[config.mk]
export PLATFORM = sky130hd
export DESIGN_NAME = crc_top
export DESIGN_NICKNAME = d
export VERILOG_FILES = /design/src/rtl/crc_pkg.sv /design/src/rtl/crc_acc_if.sv /design/src/rtl/crc_accum.sv /design/src/rtl/crc_top.sv
export VERILOG_INCLUDE_DIRS = /design/src /design/src/rtl
export SDC_FILE = /design/constraint.sdc
export NUM_CORES = 1
export LEC_CHECK = 0
export BUFFER_PORTS_ARGS = -buffer_cell sky130_fd_sc_hd__buf_4
export CORE_ASPECT_RATIO = 1.2
export CORE_MARGIN = 10
export CORE_UTILIZATION = 60
export DETAILED_ROUTE_END_ITERATION = 6
export GPL_ROUTABILITY_DRIVEN = 0
export PLACE_DENSITY_LB_ADDON = 0.08
export RECOVER_POWER = 50
export SYNTH_ARGS = -nofsm -noshare
export SYNTH_HDL_FRONTEND = slang
export SYNTH_SLANG_ARGS = --single-unit
[constraint.sdc]
create_clock -name clock -period 5.8 [get_ports clock]
set_input_delay 0.29 -clock clock [delete_from_list [all_inputs] [get_ports clock]]
set_output_delay 0.29 -clock clock [all_outputs]
set_load 0.02 [all_outputs]
[src/rtl/crc_regs.svh]
// Register offsets, field positions, reset values and timing figures of the
// charge rationing controller. Included by the package and the design files.
`ifndef CRC_REGS_SVH
`define CRC_REGS_SVH

// ----------------------------------------------------------------------------
// Register byte offsets
// ----------------------------------------------------------------------------
`define CRC_OFS_CTRL 8'h00
`define CRC_OFS_LIMIT 8'h04
`define CRC_OFS_STATUS 8'h08
`define CRC_OFS_CHARGE 8'h0c

// ----------------------------------------------------------------------------
// Field positions
// ----------------------------------------------------------------------------
`define CRC_CTRL_EN_BIT 0
`define CRC_CTRL_ACT_LSB 1
`define CRC_CTRL_ACT_MSB 2
`define CRC_CTRL_RST_BIT 3
`define CRC_STAT_FLAG_BIT 0
`define CRC_STAT_ATTN_BIT 1
`define CRC_STAT_ST_LSB 2
`define CRC_STAT_ST_MSB 3
`define CRC_LIMIT_W 16
`define CRC_CUR_W 12
`define CRC_PIN_W 5

// Pin positions inside the synchronised control pin vector.
`define CRC_PIN_MODE_LO 0
`define CRC_PIN_MODE_HI 1
`define CRC_PIN_EMU 2
`define CRC_PIN_STBY 3
`define CRC_PIN_PWR 4

// ----------------------------------------------------------------------------
// Reset values
// ----------------------------------------------------------------------------
`define CRC_RST_ACT 2'h1
`define CRC_RST_LIMIT 16'hffff

// ----------------------------------------------------------------------------
// Timing: the charge is summed once per tick, in mA, and one mAh is
// 3600000 mA-ms.
// ----------------------------------------------------------------------------
`define CRC_CLK_NS 40
`define CRC_TICK_NS 1000000
`define CRC_TICK_CYCLES (`CRC_TICK_NS / `CRC_CLK_NS)
`define CRC_TICKS_PER_MAH 3600000

`endif

[src/rtl/crc_pkg.sv]
// Types shared by the charge rationing controller files.
// Assumes crc_regs.svh sits on the include path.
package crc_pkg;
   `include "crc_regs.svh"

   typedef enum logic [1:0] {
      CRC_ACT_REPORT = 2'h0,
      CRC_ACT_RPT_DISC = 2'h1,
      CRC_ACT_DISC_SLEEP = 2'h2,
      CRC_ACT_IGNORE = 2'h3
   } crc_action_type;

   // Gray codes along idle -> run -> held.
   typedef enum logic [1:0] {
      CRC_ST_IDLE = 2'h0,
      CRC_ST_RUN = 2'h1,
      CRC_ST_HELD = 2'h3
   } crc_state_type;
endpackage

[src/rtl/crc_acc_if.sv]
// Carrier between the rationing controller and its charge accumulator.
// Assumes both ends sit on the same clock.
interface crc_acc_if;
   logic run;
   logic clear;
   logic restart;
   logic [11:0] current_ma;
   logic [15:0] limit;
   logic [15:0] charge;
   logic at_limit;
   modport ctl (output run, output clear, output restart, output current_ma, output limit,
                input charge, input at_limit);
   modport acc (input run, input clear, input restart, input current_ma, input limit,
                output charge, output at_limit);
endinterface

[src/rtl/crc_accum.sv]
// Charge accumulator: sums the sensed current once per tick and counts mAh.
// Assumes the current sample is already on this clock.
`include "crc_regs.svh"
module crc_accum
   import crc_pkg::*;
#(
   parameter int unsigned TICK_CYCLES = `CRC_TICK_CYCLES,
   parameter int unsigned TICKS_PER_MAH = `CRC_TICKS_PER_MAH
) (
   input wire logic clock,
   input wire logic sys_rst,
   crc_acc_if.acc acc
);
   logic [31:0] tick_q;
   logic [31:0] resid_q;
   logic [15:0] charge_q;
   logic tick;
   logic [31:0] sum;

   assign tick = acc.run && (tick_q == 32'(TICK_CYCLES - 1));
   assign sum = resid_q + {20'h0, acc.current_ma};

   // ---------------------------------------------------------------------------
   // Tick timer
   // ---------------------------------------------------------------------------
   // A limit update restarts the interval so time is measured from the update.
   always_ff @(posedge clock) begin
      if (sys_rst || acc.clear || acc.restart || !acc.run || tick) begin
         tick_q <= 32'h0;
      end else begin
         tick_q <= tick_q + 32'h1;
      end
   end

   // ---------------------------------------------------------------------------
   // Charge sum
   // ---------------------------------------------------------------------------
   always_ff @(posedge clock) begin
      if (sys_rst || acc.clear) begin
         resid_q <= 32'h0;
         charge_q <= 16'h0;
      end else if (tick) begin
         if (sum >= 32'(TICKS_PER_MAH)) begin
            resid_q <= sum - 32'(TICKS_PER_MAH);
            if (charge_q != 16'hffff) begin
               charge_q <= charge_q + 16'h1;
            end
         end else begin
            resid_q <= sum;
         end
      end
   end

   assign acc.charge = charge_q;
   assign acc.at_limit = (charge_q >= acc.limit);

   property p_clear_zero;
      @(posedge clock) disable iff (sys_rst) acc.clear |=> (charge_q == 16'h0) && (resid_q == 32'h0);
   endproperty
   a_clear_zero: assert property (p_clear_zero) else $error("charge not cleared");

   property p_no_loss;
      @(posedge clock) disable iff (sys_rst)
         !acc.clear && !$past(acc.clear) |-> charge_q >= $past(charge_q);
   endproperty
   a_no_loss: assert property (p_no_loss) else $error("charge went down");
endmodule // crc_accum

[src/rtl/crc_top.sv]
// Charge rationing controller: AHB-Lite register slave, threshold actions,
// recovery sequencing and control pin re-check.
// Assumes current_ma, active_state and the detect events come from logic on
// this clock; the five control pins come straight from the package pins.
//
// Functional notes
// Host programs the mAh limit when enabled.
// Rationing runs only in Active power state.
// Accumulate current over time into charge.
// Continuously compare charge against limit.
// Threshold never forces the Error state.
// Two-bit selector picks action; default 01.
// Report-disconnect: attention, drop emulation, open switch.
// Report-disconnect: switch off until rationing reset.
// Report-disconnect: bypass switch stays off.
// Disconnect-sleep: open, drop emulation, sleep, stop monitors.
// Disconnect-sleep: control pin changes are ignored.
// Hold action until reset; reset/disable recovers.
// Report reset: clear charge, flag, attention.
// Report-disconnect reset: clear, release, re-check pins.
// Disconnect-sleep reset: clear, then re-check pins.
// Ignore reset: clear charge and flag only.
// Changed pins restart emulation if enabled.
// Unchanged pins resume previous state quietly.
// Detach/attach keep charge; attach restarts emulation (here only after a removal and while in the RUN state).
// New action after threshold applies at once.
// Action change leaves charge data untouched.
// Flag sets on reaching limit, every mode.
//
// Design decisions made here: the AHB-Lite register port and the placing of the registers.
`include "crc_regs.svh"
module crc_top
   import crc_pkg::*;
#(
   parameter int unsigned TICK_CYCLES = `CRC_TICK_CYCLES,
   parameter int unsigned TICKS_PER_MAH = `CRC_TICKS_PER_MAH
) (
   input wire logic clock,
   input wire logic sys_rst,
   input wire logic hsel,
   input wire logic [31:0] haddr,
   input wire logic [1:0] htrans,
   input wire logic hwrite,
   input wire logic [2:0] hsize,
   input wire logic [31:0] hwdata,
   input wire logic hready,
   output logic hreadyout,
   output logic hresp,
   output logic [31:0] hrdata,
   input wire logic [11:0] current_ma,
   input wire logic active_state,
   input wire logic removal_event,
   input wire logic attach_event,
   input wire logic mode_select_lo,
   input wire logic mode_select_hi,
   input wire logic emulation_enable_pin,
   input wire logic standby_bypass_ctl,
   input wire logic port_power_enable_pin,
   output logic host_attn_n,
   output logic emu_profile_remove,
   output logic port_switch_force_off,
   output logic bypass_switch_block,
   output logic sleep_request,
   output logic data_line_switch_disable,
   output logic bus_monitor_stop,
   output logic ctl_pins_ignored,
   output logic power_state_reeval,
   output logic resume_prev_state,
   output logic emu_restart
);
   // ---------------------------------------------------------------------------
   // Declarations
   // ---------------------------------------------------------------------------
   crc_acc_if acc_bus ();

   logic [4:0] pins_meta_q;
   logic [4:0] pins_sync_q;
   logic [4:0] snap_q;
   logic ap_valid_q;
   logic ap_write_q;
   logic [7:0] ap_addr_q;
   logic [31:0] hrdata_q;
   logic enable_q;
   crc_action_type action_q;
   crc_action_type action_new;
   logic [15:0] limit_q;
   crc_state_type state_q;
   crc_state_type state_d;
   logic reached_q;
   logic removed_q;
   logic reeval_q;
   logic resume_q;
   logic emu_restart_q;
   logic wr_ctrl;
   logic wr_limit;
   logic rst_evt;
   logic disable_evt;
   logic recover;
   logic act_change;
   logic check_evt;
   logic pins_changed;
   logic hit_limit;
   logic held;
   logic [31:0] rd_word;

   function automatic logic disc_mode(input crc_action_type a);
      disc_mode = (a == CRC_ACT_RPT_DISC) || (a == CRC_ACT_DISC_SLEEP);
   endfunction

   // ---------------------------------------------------------------------------
   // Control pin synchroniser
   // ---------------------------------------------------------------------------
   always_ff @(posedge clock) begin
      if (sys_rst) begin
         pins_meta_q <= 5'h0;
         pins_sync_q <= 5'h0;
      end else begin
         pins_meta_q <= {port_power_enable_pin, standby_bypass_ctl, emulation_enable_pin,
                         mode_select_hi, mode_select_lo};
         pins_sync_q <= pins_meta_q;
      end
   end

   // ---------------------------------------------------------------------------
   // AHB-Lite slave
   // ---------------------------------------------------------------------------
   // Zero wait states: read data is fetched at the address phase so it stands
   // from a flip-flop for the whole data phase.
   always_ff @(posedge clock) begin
      if (sys_rst) begin
         ap_valid_q <= 1'b0;
         ap_write_q <= 1'b0;
         ap_addr_q <= 8'h0;
      end else if (hready) begin
         ap_valid_q <= hsel && htrans[1];
         ap_write_q <= hwrite;
         ap_addr_q <= haddr[7:0];
      end
   end

   always_comb begin
      rd_word = 32'h0;
      case (haddr[7:0])
         `CRC_OFS_CTRL: begin
            rd_word[`CRC_CTRL_EN_BIT] = enable_q;
            rd_word[`CRC_CTRL_ACT_MSB:`CRC_CTRL_ACT_LSB] = action_q;
         end
         `CRC_OFS_LIMIT: rd_word[15:0] = limit_q;
         `CRC_OFS_STATUS: begin
            rd_word[`CRC_STAT_FLAG_BIT] = reached_q;
            rd_word[`CRC_STAT_ATTN_BIT] = !host_attn_n;
            rd_word[`CRC_STAT_ST_MSB:`CRC_STAT_ST_LSB] = state_q;
         end
         `CRC_OFS_CHARGE: rd_word[15:0] = acc_bus.charge;
         default: rd_word = 32'h0;
      endcase
   end

   always_ff @(posedge clock) begin
      if (sys_rst) begin
         hrdata_q <= 32'h0;
      end else if (hready && hsel && htrans[1] && !hwrite) begin
         hrdata_q <= rd_word;
      end
   end

   assign hreadyout = 1'b1;
   assign hresp = 1'b0;
   assign hrdata = hrdata_q;

   assign wr_ctrl = ap_valid_q && ap_write_q && (ap_addr_q == `CRC_OFS_CTRL);
   assign wr_limit = ap_valid_q && ap_write_q && (ap_addr_q == `CRC_OFS_LIMIT);
   assign rst_evt = wr_ctrl && hwdata[`CRC_CTRL_RST_BIT];
   assign disable_evt = wr_ctrl && enable_q && !hwdata[`CRC_CTRL_EN_BIT];
   assign action_new = crc_action_type'(hwdata[`CRC_CTRL_ACT_MSB:`CRC_CTRL_ACT_LSB]);
   assign act_change = wr_ctrl && (action_new != action_q);

   // ---------------------------------------------------------------------------
   // Control registers
   // ---------------------------------------------------------------------------
   // The action select may change at any time; the outputs below follow it
   // in the next cycle and the charge data are not touched.
   always_ff @(posedge clock) begin
      if (sys_rst) begin
         enable_q <= 1'b0;
         action_q <= crc_action_type'(`CRC_RST_ACT);
      end else if (wr_ctrl) begin
         enable_q <= hwdata[`CRC_CTRL_EN_BIT];
         action_q <= action_new;
      end
   end

   always_ff @(posedge clock) begin
      if (sys_rst) begin
         limit_q <= `CRC_RST_LIMIT;
      end else if (wr_limit) begin
         limit_q <= hwdata[15:0];
      end
   end

   // ---------------------------------------------------------------------------
   // Accumulator
   // ---------------------------------------------------------------------------
   assign acc_bus.run = (state_q == CRC_ST_RUN);
   assign acc_bus.clear = rst_evt || disable_evt;
   assign acc_bus.restart = wr_limit;
   assign acc_bus.current_ma = current_ma;
   assign acc_bus.limit = limit_q;

   crc_accum #(
      .TICK_CYCLES(TICK_CYCLES),
      .TICKS_PER_MAH(TICKS_PER_MAH)
   ) u_accum (
      .clock(clock),
      .sys_rst(sys_rst),
      .acc(acc_bus)
   );

   // ---------------------------------------------------------------------------
   // Rationing state machine
   // ---------------------------------------------------------------------------
   assign held = (state_q == CRC_ST_HELD);
   assign recover = held && (rst_evt || disable_evt);
   assign hit_limit = (state_q == CRC_ST_RUN) && enable_q && active_state && acc_bus.at_limit;

   always_comb begin
      state_d = state_q;
      case (state_q)
         CRC_ST_IDLE: begin
            if (enable_q && active_state) begin
               state_d = CRC_ST_RUN;
            end
         end
         CRC_ST_RUN: begin
            if (!enable_q || !active_state) begin
               state_d = CRC_ST_IDLE;
            end else if (acc_bus.at_limit) begin
               state_d = CRC_ST_HELD;
            end
         end
         CRC_ST_HELD: begin
            // Sleep drops the Active state, so holding ignores active_state.
            if (recover) begin
               state_d = CRC_ST_IDLE;
            end
         end
         default: state_d = CRC_ST_IDLE;
      endcase
   end

   always_ff @(posedge clock) begin
      if (sys_rst) begin
         state_q <= CRC_ST_IDLE;
      end else begin
         state_q <= state_d;
      end
   end

   // The flag is set by hardware and cleared by the recovery; set wins.
   always_ff @(posedge clock) begin
      if (sys_rst) begin
         reached_q <= 1'b0;
      end else if (hit_limit) begin
         reached_q <= 1'b1;
      end else if (recover) begin
         reached_q <= 1'b0;
      end
   end

   // Pin levels are remembered at the threshold so a later recovery can tell
   // whether the host moved them meanwhile.
   always_ff @(posedge clock) begin
      if (sys_rst) begin
         snap_q <= 5'h0;
      end else if (hit_limit) begin
         snap_q <= pins_sync_q;
      end
   end

   // ---------------------------------------------------------------------------
   // Threshold actions
   // ---------------------------------------------------------------------------
   // No output here reaches the Error state logic.
   assign host_attn_n = !(reached_q && ((action_q == CRC_ACT_REPORT) ||
                                        (action_q == CRC_ACT_RPT_DISC)));
   assign emu_profile_remove = reached_q && disc_mode(action_q);
   assign port_switch_force_off = reached_q && disc_mode(action_q);
   assign bypass_switch_block = reached_q && (action_q == CRC_ACT_RPT_DISC);
   assign sleep_request = reached_q && (action_q == CRC_ACT_DISC_SLEEP);
   assign data_line_switch_disable = sleep_request;
   assign bus_monitor_stop = sleep_request;
   assign ctl_pins_ignored = sleep_request;

   // ---------------------------------------------------------------------------
   // Pin re-check and emulation restart
   // ---------------------------------------------------------------------------
   assign pins_changed = (pins_sync_q != snap_q);
   assign check_evt = (recover && disc_mode(action_q)) ||
                      (held && act_change && disc_mode(action_q) &&
                       !disc_mode(action_new));

   always_ff @(posedge clock) begin
      if (sys_rst) begin
         removed_q <= 1'b0;
      end else if (removal_event) begin
         removed_q <= 1'b1;
      end else if (attach_event) begin
         removed_q <= 1'b0;
      end
   end

   always_ff @(posedge clock) begin
      if (sys_rst) begin
         reeval_q <= 1'b0;
         resume_q <= 1'b0;
         emu_restart_q <= 1'b0;
      end else begin
         reeval_q <= check_evt && pins_changed;
         resume_q <= check_evt && !pins_changed;
         emu_restart_q <= (check_evt && pins_changed && pins_sync_q[`CRC_PIN_EMU]) ||
                          (attach_event && removed_q && !reached_q &&
                           (state_q == CRC_ST_RUN));
      end
   end

   assign power_state_reeval = reeval_q;
   assign resume_prev_state = resume_q;
   assign emu_restart = emu_restart_q;

   // ---------------------------------------------------------------------------
   // Checks
   // ---------------------------------------------------------------------------
   property p_report_attn;
      @(posedge clock) disable iff (sys_rst)
         reached_q && (action_q == CRC_ACT_REPORT) |-> !host_attn_n && !port_switch_force_off;
   endproperty
   a_report_attn: assert property (p_report_attn) else $error("report action wrong");

   property p_rd_switch;
      @(posedge clock) disable iff (sys_rst)
         reached_q && (action_q == CRC_ACT_RPT_DISC) |->
            !host_attn_n && port_switch_force_off && emu_profile_remove &&
            !data_line_switch_disable && !bus_monitor_stop;
   endproperty
   a_rd_switch: assert property (p_rd_switch) else $error("disconnect action wrong");

   property p_bypass_off;
      @(posedge clock) disable iff (sys_rst)
         hit_limit && (action_q == CRC_ACT_RPT_DISC) && !wr_ctrl |=>
            bypass_switch_block && port_switch_force_off;
   endproperty
   a_bypass_off: assert property (p_bypass_off) else $error("bypass not blocked");

   property p_sleep;
      @(posedge clock) disable iff (sys_rst)
         reached_q && (action_q == CRC_ACT_DISC_SLEEP) |->
            sleep_request && data_line_switch_disable && bus_monitor_stop &&
            ctl_pins_ignored && host_attn_n;
   endproperty
   a_sleep: assert property (p_sleep) else $error("sleep action wrong");

   property p_hold;
      @(posedge clock) disable iff (sys_rst)
         held && !rst_evt && !disable_evt |=> held && reached_q;
   endproperty
   a_hold: assert property (p_hold) else $error("held action dropped");

   property p_reset_release;
      @(posedge clock) disable iff (sys_rst)
         recover |=> !reached_q && host_attn_n && (state_q == CRC_ST_IDLE);
   endproperty
   a_reset_release: assert property (p_reset_release) else $error("recovery incomplete");

   property p_idle_off;
      @(posedge clock) disable iff (sys_rst)
         (state_q == CRC_ST_RUN) && !active_state |=> (state_q == CRC_ST_IDLE);
   endproperty
   a_idle_off: assert property (p_idle_off) else $error("ran outside Active");

   property p_flag_set;
      @(posedge clock) disable iff (sys_rst) hit_limit |=> reached_q && held;
   endproperty
   a_flag_set: assert property (p_flag_set) else $error("flag not set");

   property p_unchanged;
      @(posedge clock) disable iff (sys_rst)
         check_evt && !pins_changed |=> resume_prev_state && !emu_restart && !power_state_reeval;
   endproperty
   a_unchanged: assert property (p_unchanged) else $error("quiet resume failed");

   property p_changed;
      @(posedge clock) disable iff (sys_rst)
         check_evt && pins_changed && pins_sync_q[`CRC_PIN_EMU] |=>
            power_state_reeval && emu_restart ##1 !emu_restart;
   endproperty
   a_changed: assert property (p_changed) else $error("emulation not restarted");
endmodule // crc_top

==> results of run 1 <==
## worst max path at each step
stage | startpoint | end | slack (ps) | cells past startpoint
after CTS | u_accum.resid_q[0] | u_accum.resid_q[31] | 1310 | 13
final | u_accum.resid_q[1] | u_accum.resid_q[26] | 1240 | 13
after global routing | u_accum.resid_q[1] | u_accum.resid_q[23] | 910 | 12
after global placement | current_ma[0] | u_accum.resid_q[31] | 1290 | 14
after floorplan | current_ma[0] | u_accum.resid_q[31] | 1940 | 13
after detailed placement | current_ma[0] | u_accum.resid_q[31] | 1250 | 14
## worst reg2reg max path: cells and delay by family, from the launching register on
family	cells	cell delay, ps
AO/OA/AOI/OAI	10	3280
adder cells (fa/ha/maj)	1	270
buffers and inverters	1	270
flip-flops	1	390
multiplexers	1	280
## per-layer routing
metal | part of all wire (%) | wire length (um) | track usage, % | vias up
met5 | 0 | 0 | 0 | -
met4 | 2.8 | 561 | 9.00 | 0
met3 | 5.6 | 1130 | 5.03 | 46
met2 | 49 | 9790 | 36.0 | 199
met1 | 43 | 8660 | 24.5 | 3493
li1 | - | - | - | 3745
## cell usage in the layout (no fill, tap or decap), types with 12 or more instances in the layout
cell / Yosys / layout
dfxtp_1: 147 / 147
nor2_1: 121 / 121
nand2_1: 98 / 98
buf_4: 25 / 57
a21oi_1: 46 / 46
nand3_1: 41 / 41
xnor2_1: 39 / 39
xor2_1: 37 / 37
ha_1: 33 / 33
inv_1: 32 / 32
mux2i_1: 27 / 27
clkbuf_1: 31 / 27
and3_1: 26 / 26
o21ai_0: 25 / 25
nor3_1: 23 / 21
o211ai_1: 20 / 20
nand4_1: 19 / 19
conb_1: 2 / 18
a21o_1: 17 / 17
clkbuf_16: 0 / 17
and2_1: 16 / 15
nor4_1: 15 / 15
nor2b_1: 14 / 14
or3_1: 14 / 14
a221oi_1: 12 / 12
## registers in the layout, indices dropped and copies added (netlist names)
| register | cells |
|---|---|
| ap_addr_q | 8 |
| u_accum.acc.charge | 16 |
| hrdata | 16 |
| removed_q | 1 |
| state_q | 2 |
| ap_write_q | 1 |
| u_accum.tick_q | 32 |
| resume_prev_state | 1 |
| pins_meta_q | 5 |
| power_state_reeval | 1 |
| acc_bus.limit | 16 |
| ap_valid_q | 1 |
| emu_restart | 1 |
| snap_q | 5 |
| reached_q | 1 |
| u_accum.resid_q | 32 |
| pins_sync_q | 5 |
| enable_q | 1 |
| action_q | 2 |
## kinds of logic after synthesis
logic type / after synthesis / synth area share, %
other: 2 / 0.0882
AO/OA/AOI/OAI: 207 / 17.6
XOR/XNOR: 77 / 8.01
AND/OR/NAND/NOR: 425 / 25.2
flip-flops: 147 / 34.6
adder cells (fa/ha/maj): 34 / 5.08
multiplexers: 28 / 3.44
buffers and inverters: 105 / 6.01
## area by class of cell
cell class / instances / share of cell area, %
multi-input combinational: 789 / 53.8
timing repair buffer: 85 / 5.62
tap: 171 / 2.24
sequential: 147 / 30.8
clock inverter: 14 / 1.65
inverter: 33 / 1.30
clock buffer: 18 / 4.60
## stage by stage
step	utilization, %	instance area [um^2]	setup slack, ps	hold slack, ps	instances
global placement	65.2	9050	1290	420	1225
global route	68.8	9550	914	64.5	1257
CTS	69.5	9650	1310	50.0	1257
floorplan	-	8580	1940	407	1041
detailed placement	65.2	9050	1250	427	1225
finish	68.8	9550	1240	57.7	1257
## where the power goes
part	leakage, uW	internal [uW]	switching, uW
Clock	0.000291	623	479
Combinational	0.00243	47.2	68.8
Sequential	0.00119	1020	4.99
==> results_dict.tcl, run 1 <==
set metrics [dict create \
    cts_made_buffers 17 \
    clock_skew_ps 11.7 \
    cts_tree "built" \
    ff2ff_path_depth 13 \
    hold_start "removal_event" \
    vias 7483 \
    min_path_cells 3 \
    timing.rr.end "u_accum.resid_q[26]" \
    clk_latency_ps 430 \
    hp-class "in -> reg" \
    drt_iter0_drc 672 \
    crit_slowest_cell "a2111oi_0" \
    cts_max_path_buffers 2 \
    crit_top_cell "o21a_1" \
    grt_pass1_wl_um 33600 \
    wirelength_um 20100 \
    critPathCaptureType "flip-flop" \
    cp_max_fo 8 \
    ctsHoldBuffers 0 \
    ctsResizeCount 0 \
    r2r_start "u_accum.resid_q[1]" \
    die_w_um 129 \
    grt.total_usage_pct 21.0 \
    synthTopCellsByCount "dfxtp_1, nor2_1, nand2_1, a21oi_1, nand3_1" \
    dr.pass1.iters 5 \
    post_cts_buffers 0 \
    max_freq_ghz 0.219 \
    async_flop_share_pct 0 \
    grt_overflow 0 \
    startpoint_type "flip-flop" \
    yosysTopAreaCellShare_pct 34.6 \
    ys_warn_count 0 \
    rows 47 \
    clkTransAtPathRegs_ps 70 \
    netlist_area_mm2 0.00852 \
    synthTopCellsByArea "dfxtp_1, nor2_1, ha_1" \
    drc 0 \
    nets 1201 \
    grt_pass1_vias 7158 \
    crit_chain "ha_1 > a211oi_1 > o21a_1 > a2bb2oi_1 > buf_4 > mux2i_1 > o22ai_1 > a2111oi_0 > o21a_1 > a31oi_2 > a211o_1 > a21o_1 > a21oi_1" \
    routedWlPerCell_um 16.0 \
    cp.required_ps 6160 \
    setup_viol 0 \
    viasPerCell 5.95 \
    synth_most_common_cell "dfxtp_1" \
    rsz0062_at_grt "false" \
    relSlewSlack_pct -34.6 \
    slowest_delay_ps 830 \
    final_hold_viol_count 0 \
    cp_num_buf_inv 1 \
    vdd_drop_max_v 0.000180 \
    crit_type "reg -> reg" \
    drive_gt1_share_pct 10.9 \
    finalPower_uw 2240 \
    tightestPinTransition_ps 2020 \
    syn_inst 1025 \
    cellPowerDensity_mw_per_mm2 235 \
    grt_max_degree 51 \
    violations "capacitance limit, slew limit" \
    p_leak_uw 0.00391 \
    fp.dieArea_mm2 0.0194 \
    antenna_found_initial 0 \
    portBuffers 76 \
    synth-edff-count 0 \
    synth-seq-cells 147 \
    num-fill-cells 1260 \
    die_h_um 151 \
    antennaDiodeCount 0 \
    drv_slew 51 \
    yosys.area.top_type "dfxtp_1" \
    rrSetupSlack_ps 1240 \
    ys_seq_area_share_pct 34.6 \
    detail-route-antenna-nets 0 \
    hpwl_um 14200 \
    fin_crit_sh_pct 78.6 \
    finalCriticalPeriod_ps 4560 \
    status "finished, violations left" \
    multi_input_area_mm2 0.00513 \
    areaGrowthSynthToFinish_pct 12.1 \
    cpLargestDelayFamily "compound AO/OA/AOI/OAI gates" \
    core_mm2 0.0139 \
    htreeDepth 4 \
    arrival_ps 4920 \
    avgSynthCellArea_um2 8.31 \
    initial_core_util_pct 61.4 \
    drv_cap 1 \
    whs_endpoint "removed_q" \
    ys_types 88 \
    seqCellArea_mm2 0.00294 \
    synth_ff_type "dfxtp_1" \
    ioPinCount 139 \
    cts_root_buffer "clkbuf_16" \
    setup-tns-final_ps 0 \
    cts_sinks 147 \
]
Power figures use the tool's default switching activity.
==> run 2, diff against run 1 <==
--- a/config.mk
+++ b/config.mk
@@ -9,7 +9,7 @@
 export BUFFER_PORTS_ARGS = -buffer_cell sky130_fd_sc_hd__buf_4
 export CORE_ASPECT_RATIO = 1.2
 export CORE_MARGIN = 10
-export CORE_UTILIZATION = 60
+export CORE_UTILIZATION = 52
 export DETAILED_ROUTE_END_ITERATION = 6
 export GPL_ROUTABILITY_DRIVEN = 0
 export PLACE_DENSITY_LB_ADDON = 0.08
==> constraint.sdc (replaced) <==
create_clock -name clock -period 4.15 [get_ports clock]
set_input_delay 0.2075 -clock clock [delete_from_list [all_inputs] [get_ports clock]]
set_output_delay 0.2075 -clock clock [all_outputs]
set_load 0.02 [all_outputs]
==> results_dict.tcl, run 2 (synthesis gave the netlist of run 1 again) <==
set metrics [dict create \
    nets 1244 \
    timing.rr.end "u_accum.resid_q[31]" \
    hpwl_um 15100 \
    grt_pass1_wl_um 34600 \
    crit_cells 13 \
    reg_top3 "u_accum.resid_q: 32 flops, u_accum.tick_q: 32 flops" \
    met3_usage_pct 4.93 \
    clk_latency_ps 420 \
    clock_skew_ps 11.1 \
    crit_chain "ha_1 > fa_2 > a21o_1 > a311o_1 > a22oi_1 > nand4_1 > or4_4 > a211oi_4 > nand4_4 > and3_4 > or4_4 > mux2i_1 > mux2i_1" \
    antennaDiodeCount 0 \
    whs_endpoint "pins_meta_q[1]" \
    critPathCaptureType "flip-flop" \
    most-common-layout-cells "dfxtp_1, nor2_1, nand2_1, buf_4, a21oi_1" \
    ioPinCount 139 \
    dp_slack_ps 29.9 \
    min_path_cells 2 \
    final_hold_viol_count 0 \
    cp.required_ps 4510 \
    cpLargestDelayFamily "simple AND/OR/NAND/NOR gates" \
    routedWlPerCell_um 15.6 \
    p_leak_uw 0.00413 \
    cts_max_path_buffers 2 \
    setup_slack_ps 119 \
    dr.pass1.iters 5 \
    fp.dieArea_mm2 0.0219 \
    cts_made_buffers 17 \
    portBuffers 76 \
    antenna_found_initial 0 \
    r2r_start "u_accum.resid_q[0]" \
    rows 51 \
    core_mm2 0.0161 \
    drv_cap 1 \
    max_freq_ghz 0.248 \
    vias 7492 \
    clkTransAtPathRegs_ps 70 \
    startpoint_type "flip-flop" \
    initial_core_util_pct 52.8 \
    num-fill-cells 1478 \
    cp_num_buf_inv 0 \
    fin_crit_sh_pct 97.1 \
    grt_max_degree 51 \
    cts_sinks 147 \
    drive_gt1_share_pct 14.4 \
    cp_max_fo 7 \
    met2_usage_pct 32.3 \
    hp-class "in -> reg" \
    crit_type "reg -> reg" \
    crit_slowest_cell "or4_4" \
    cts_tree "built" \
    drt_iter0_drc 414 \
    finalCriticalPeriod_ps 4030 \
    die_w_um 137 \
    detail-route-antenna-nets 0 \
    vdd_drop_max_v 0.000264 \
    cts_root_buffer "clkbuf_16" \
    viasPerCell 5.59 \
    drc 0 \
    slowest_delay_ps 550 \
    areaGrowthSynthToFinish_pct 18.0 \
    htreeDepth 4 \
    drv_slew 0 \
    hold_start "mode_select_hi" \
    grt_pass1_vias 7128 \
    ff2ff_path_depth 13 \
    multi_input_area_mm2 0.00519 \
    status "finished, violations left" \
    grt.total_usage_pct 18.8 \
    setup_viol 0 \
    grt_overflow 0 \
    use_met1_pct 22.7 \
    seqCellArea_mm2 0.00294 \
    arrival_ps 4390 \
    wirelength_um 21000 \
    busiest_layer "met2" \
    violations "capacitance limit" \
    cellPowerDensity_mw_per_mm2 325 \
    relSlewSlack_pct 0.128 \
    die_h_um 160 \
    final_common_cell "dfxtp_1" \
    setup-tns-final_ps 0 \
    tightestPinTransition_ps 1500 \
    rrSetupSlack_ps 120 \
]
## run 2: per-stage QoR
| step | area, um^2 | total power (uW) | utilization [%] | hold slack [ps] | cells |
|---|---|---|---|---|---|
| after floorplan | 8580 | 1580 | - | 325 | 1041 |
| after global placement | 9320 | 1630 | 57.7 | 415 | 1295 |
| after detailed placement | 9320 | 1630 | 57.7 | 428 | 1295 |
| after CTS | 10100 | 3300 | 62.3 | 0.813 | 1337 |
| after global routing | 10000 | 3380 | 62.2 | 7.73 | 1341 |
| final | 10000 | 3270 | 62.2 | 9.41 | 1341 |
## run 2: power breakdown
group / internal [uW] / leakage, uW / switching (uW)
clock network: 978 / 0.000307 / 681
registers: 1430 / 0.00119 / 7.10
logic: 77.9 / 0.00264 / 99.4
## run 2: layout make-up
| type | instances | area share [%] |
|---|---|---|
| Clock inverter | 15 | 2.12 |
| Clock buffer | 17 | 4.23 |
| Tap cell | 212 | 2.64 |
| Inverter | 33 | 1.23 |
| Multi-Input combinational cell | 789 | 51.7 |
| Sequential cell | 147 | 29.3 |
| Timing Repair Buffer | 128 | 8.83 |
## run 2: routing by layer
layer | vias up | part of all wire (%) | routed length (um)
met5 | - | 0 | 0
met4 | 0 | 1.3 | 263
met3 | 23 | 4.9 | 1030
met2 | 156 | 50 | 10500
met1 | 3501 | 44 | 9210
li1 | 3812 | - | -
## run 2: timing repair
item | in CTS | in global routing
setup endpoints to repair | 0 | 35
resized for setup | 0 | 16
setup buffers | 0 | 3
hold endpoints to repair | 10 | 1
hold buffers | 10 | 1
## run 2: worst reg2reg max path: stages (launching register included)
cell and delay (ps):
dfxtp_1 310, ha_1 220, fa_2 360, a21o_1 230, a311o_1 330, a22oi_1 190
nand4_1 160, or4_4 550, a211oi_4 350, nand4_4 160, and3_4 240, or4_4 490
mux2i_1 190, mux2i_1 190
## run 2: how the worst max path moves through the flow
stage | slack [ps] | end | start
3_3_place_gp | 70 | u_accum.resid_q[24] | current_ma[0]
3_5_place_dp | 30 | u_accum.resid_q[24] | current_ma[0]
4_1_cts | 30 | u_accum.resid_q[24] | u_accum.resid_q[0]
5_1_grt | -2 | u_accum.resid_q[31] | u_accum.resid_q[6]
2_1_floorplan | 300 | u_accum.resid_q[31] | u_accum.resid_q[0]
6_report | 120 | u_accum.resid_q[31] | u_accum.resid_q[0]
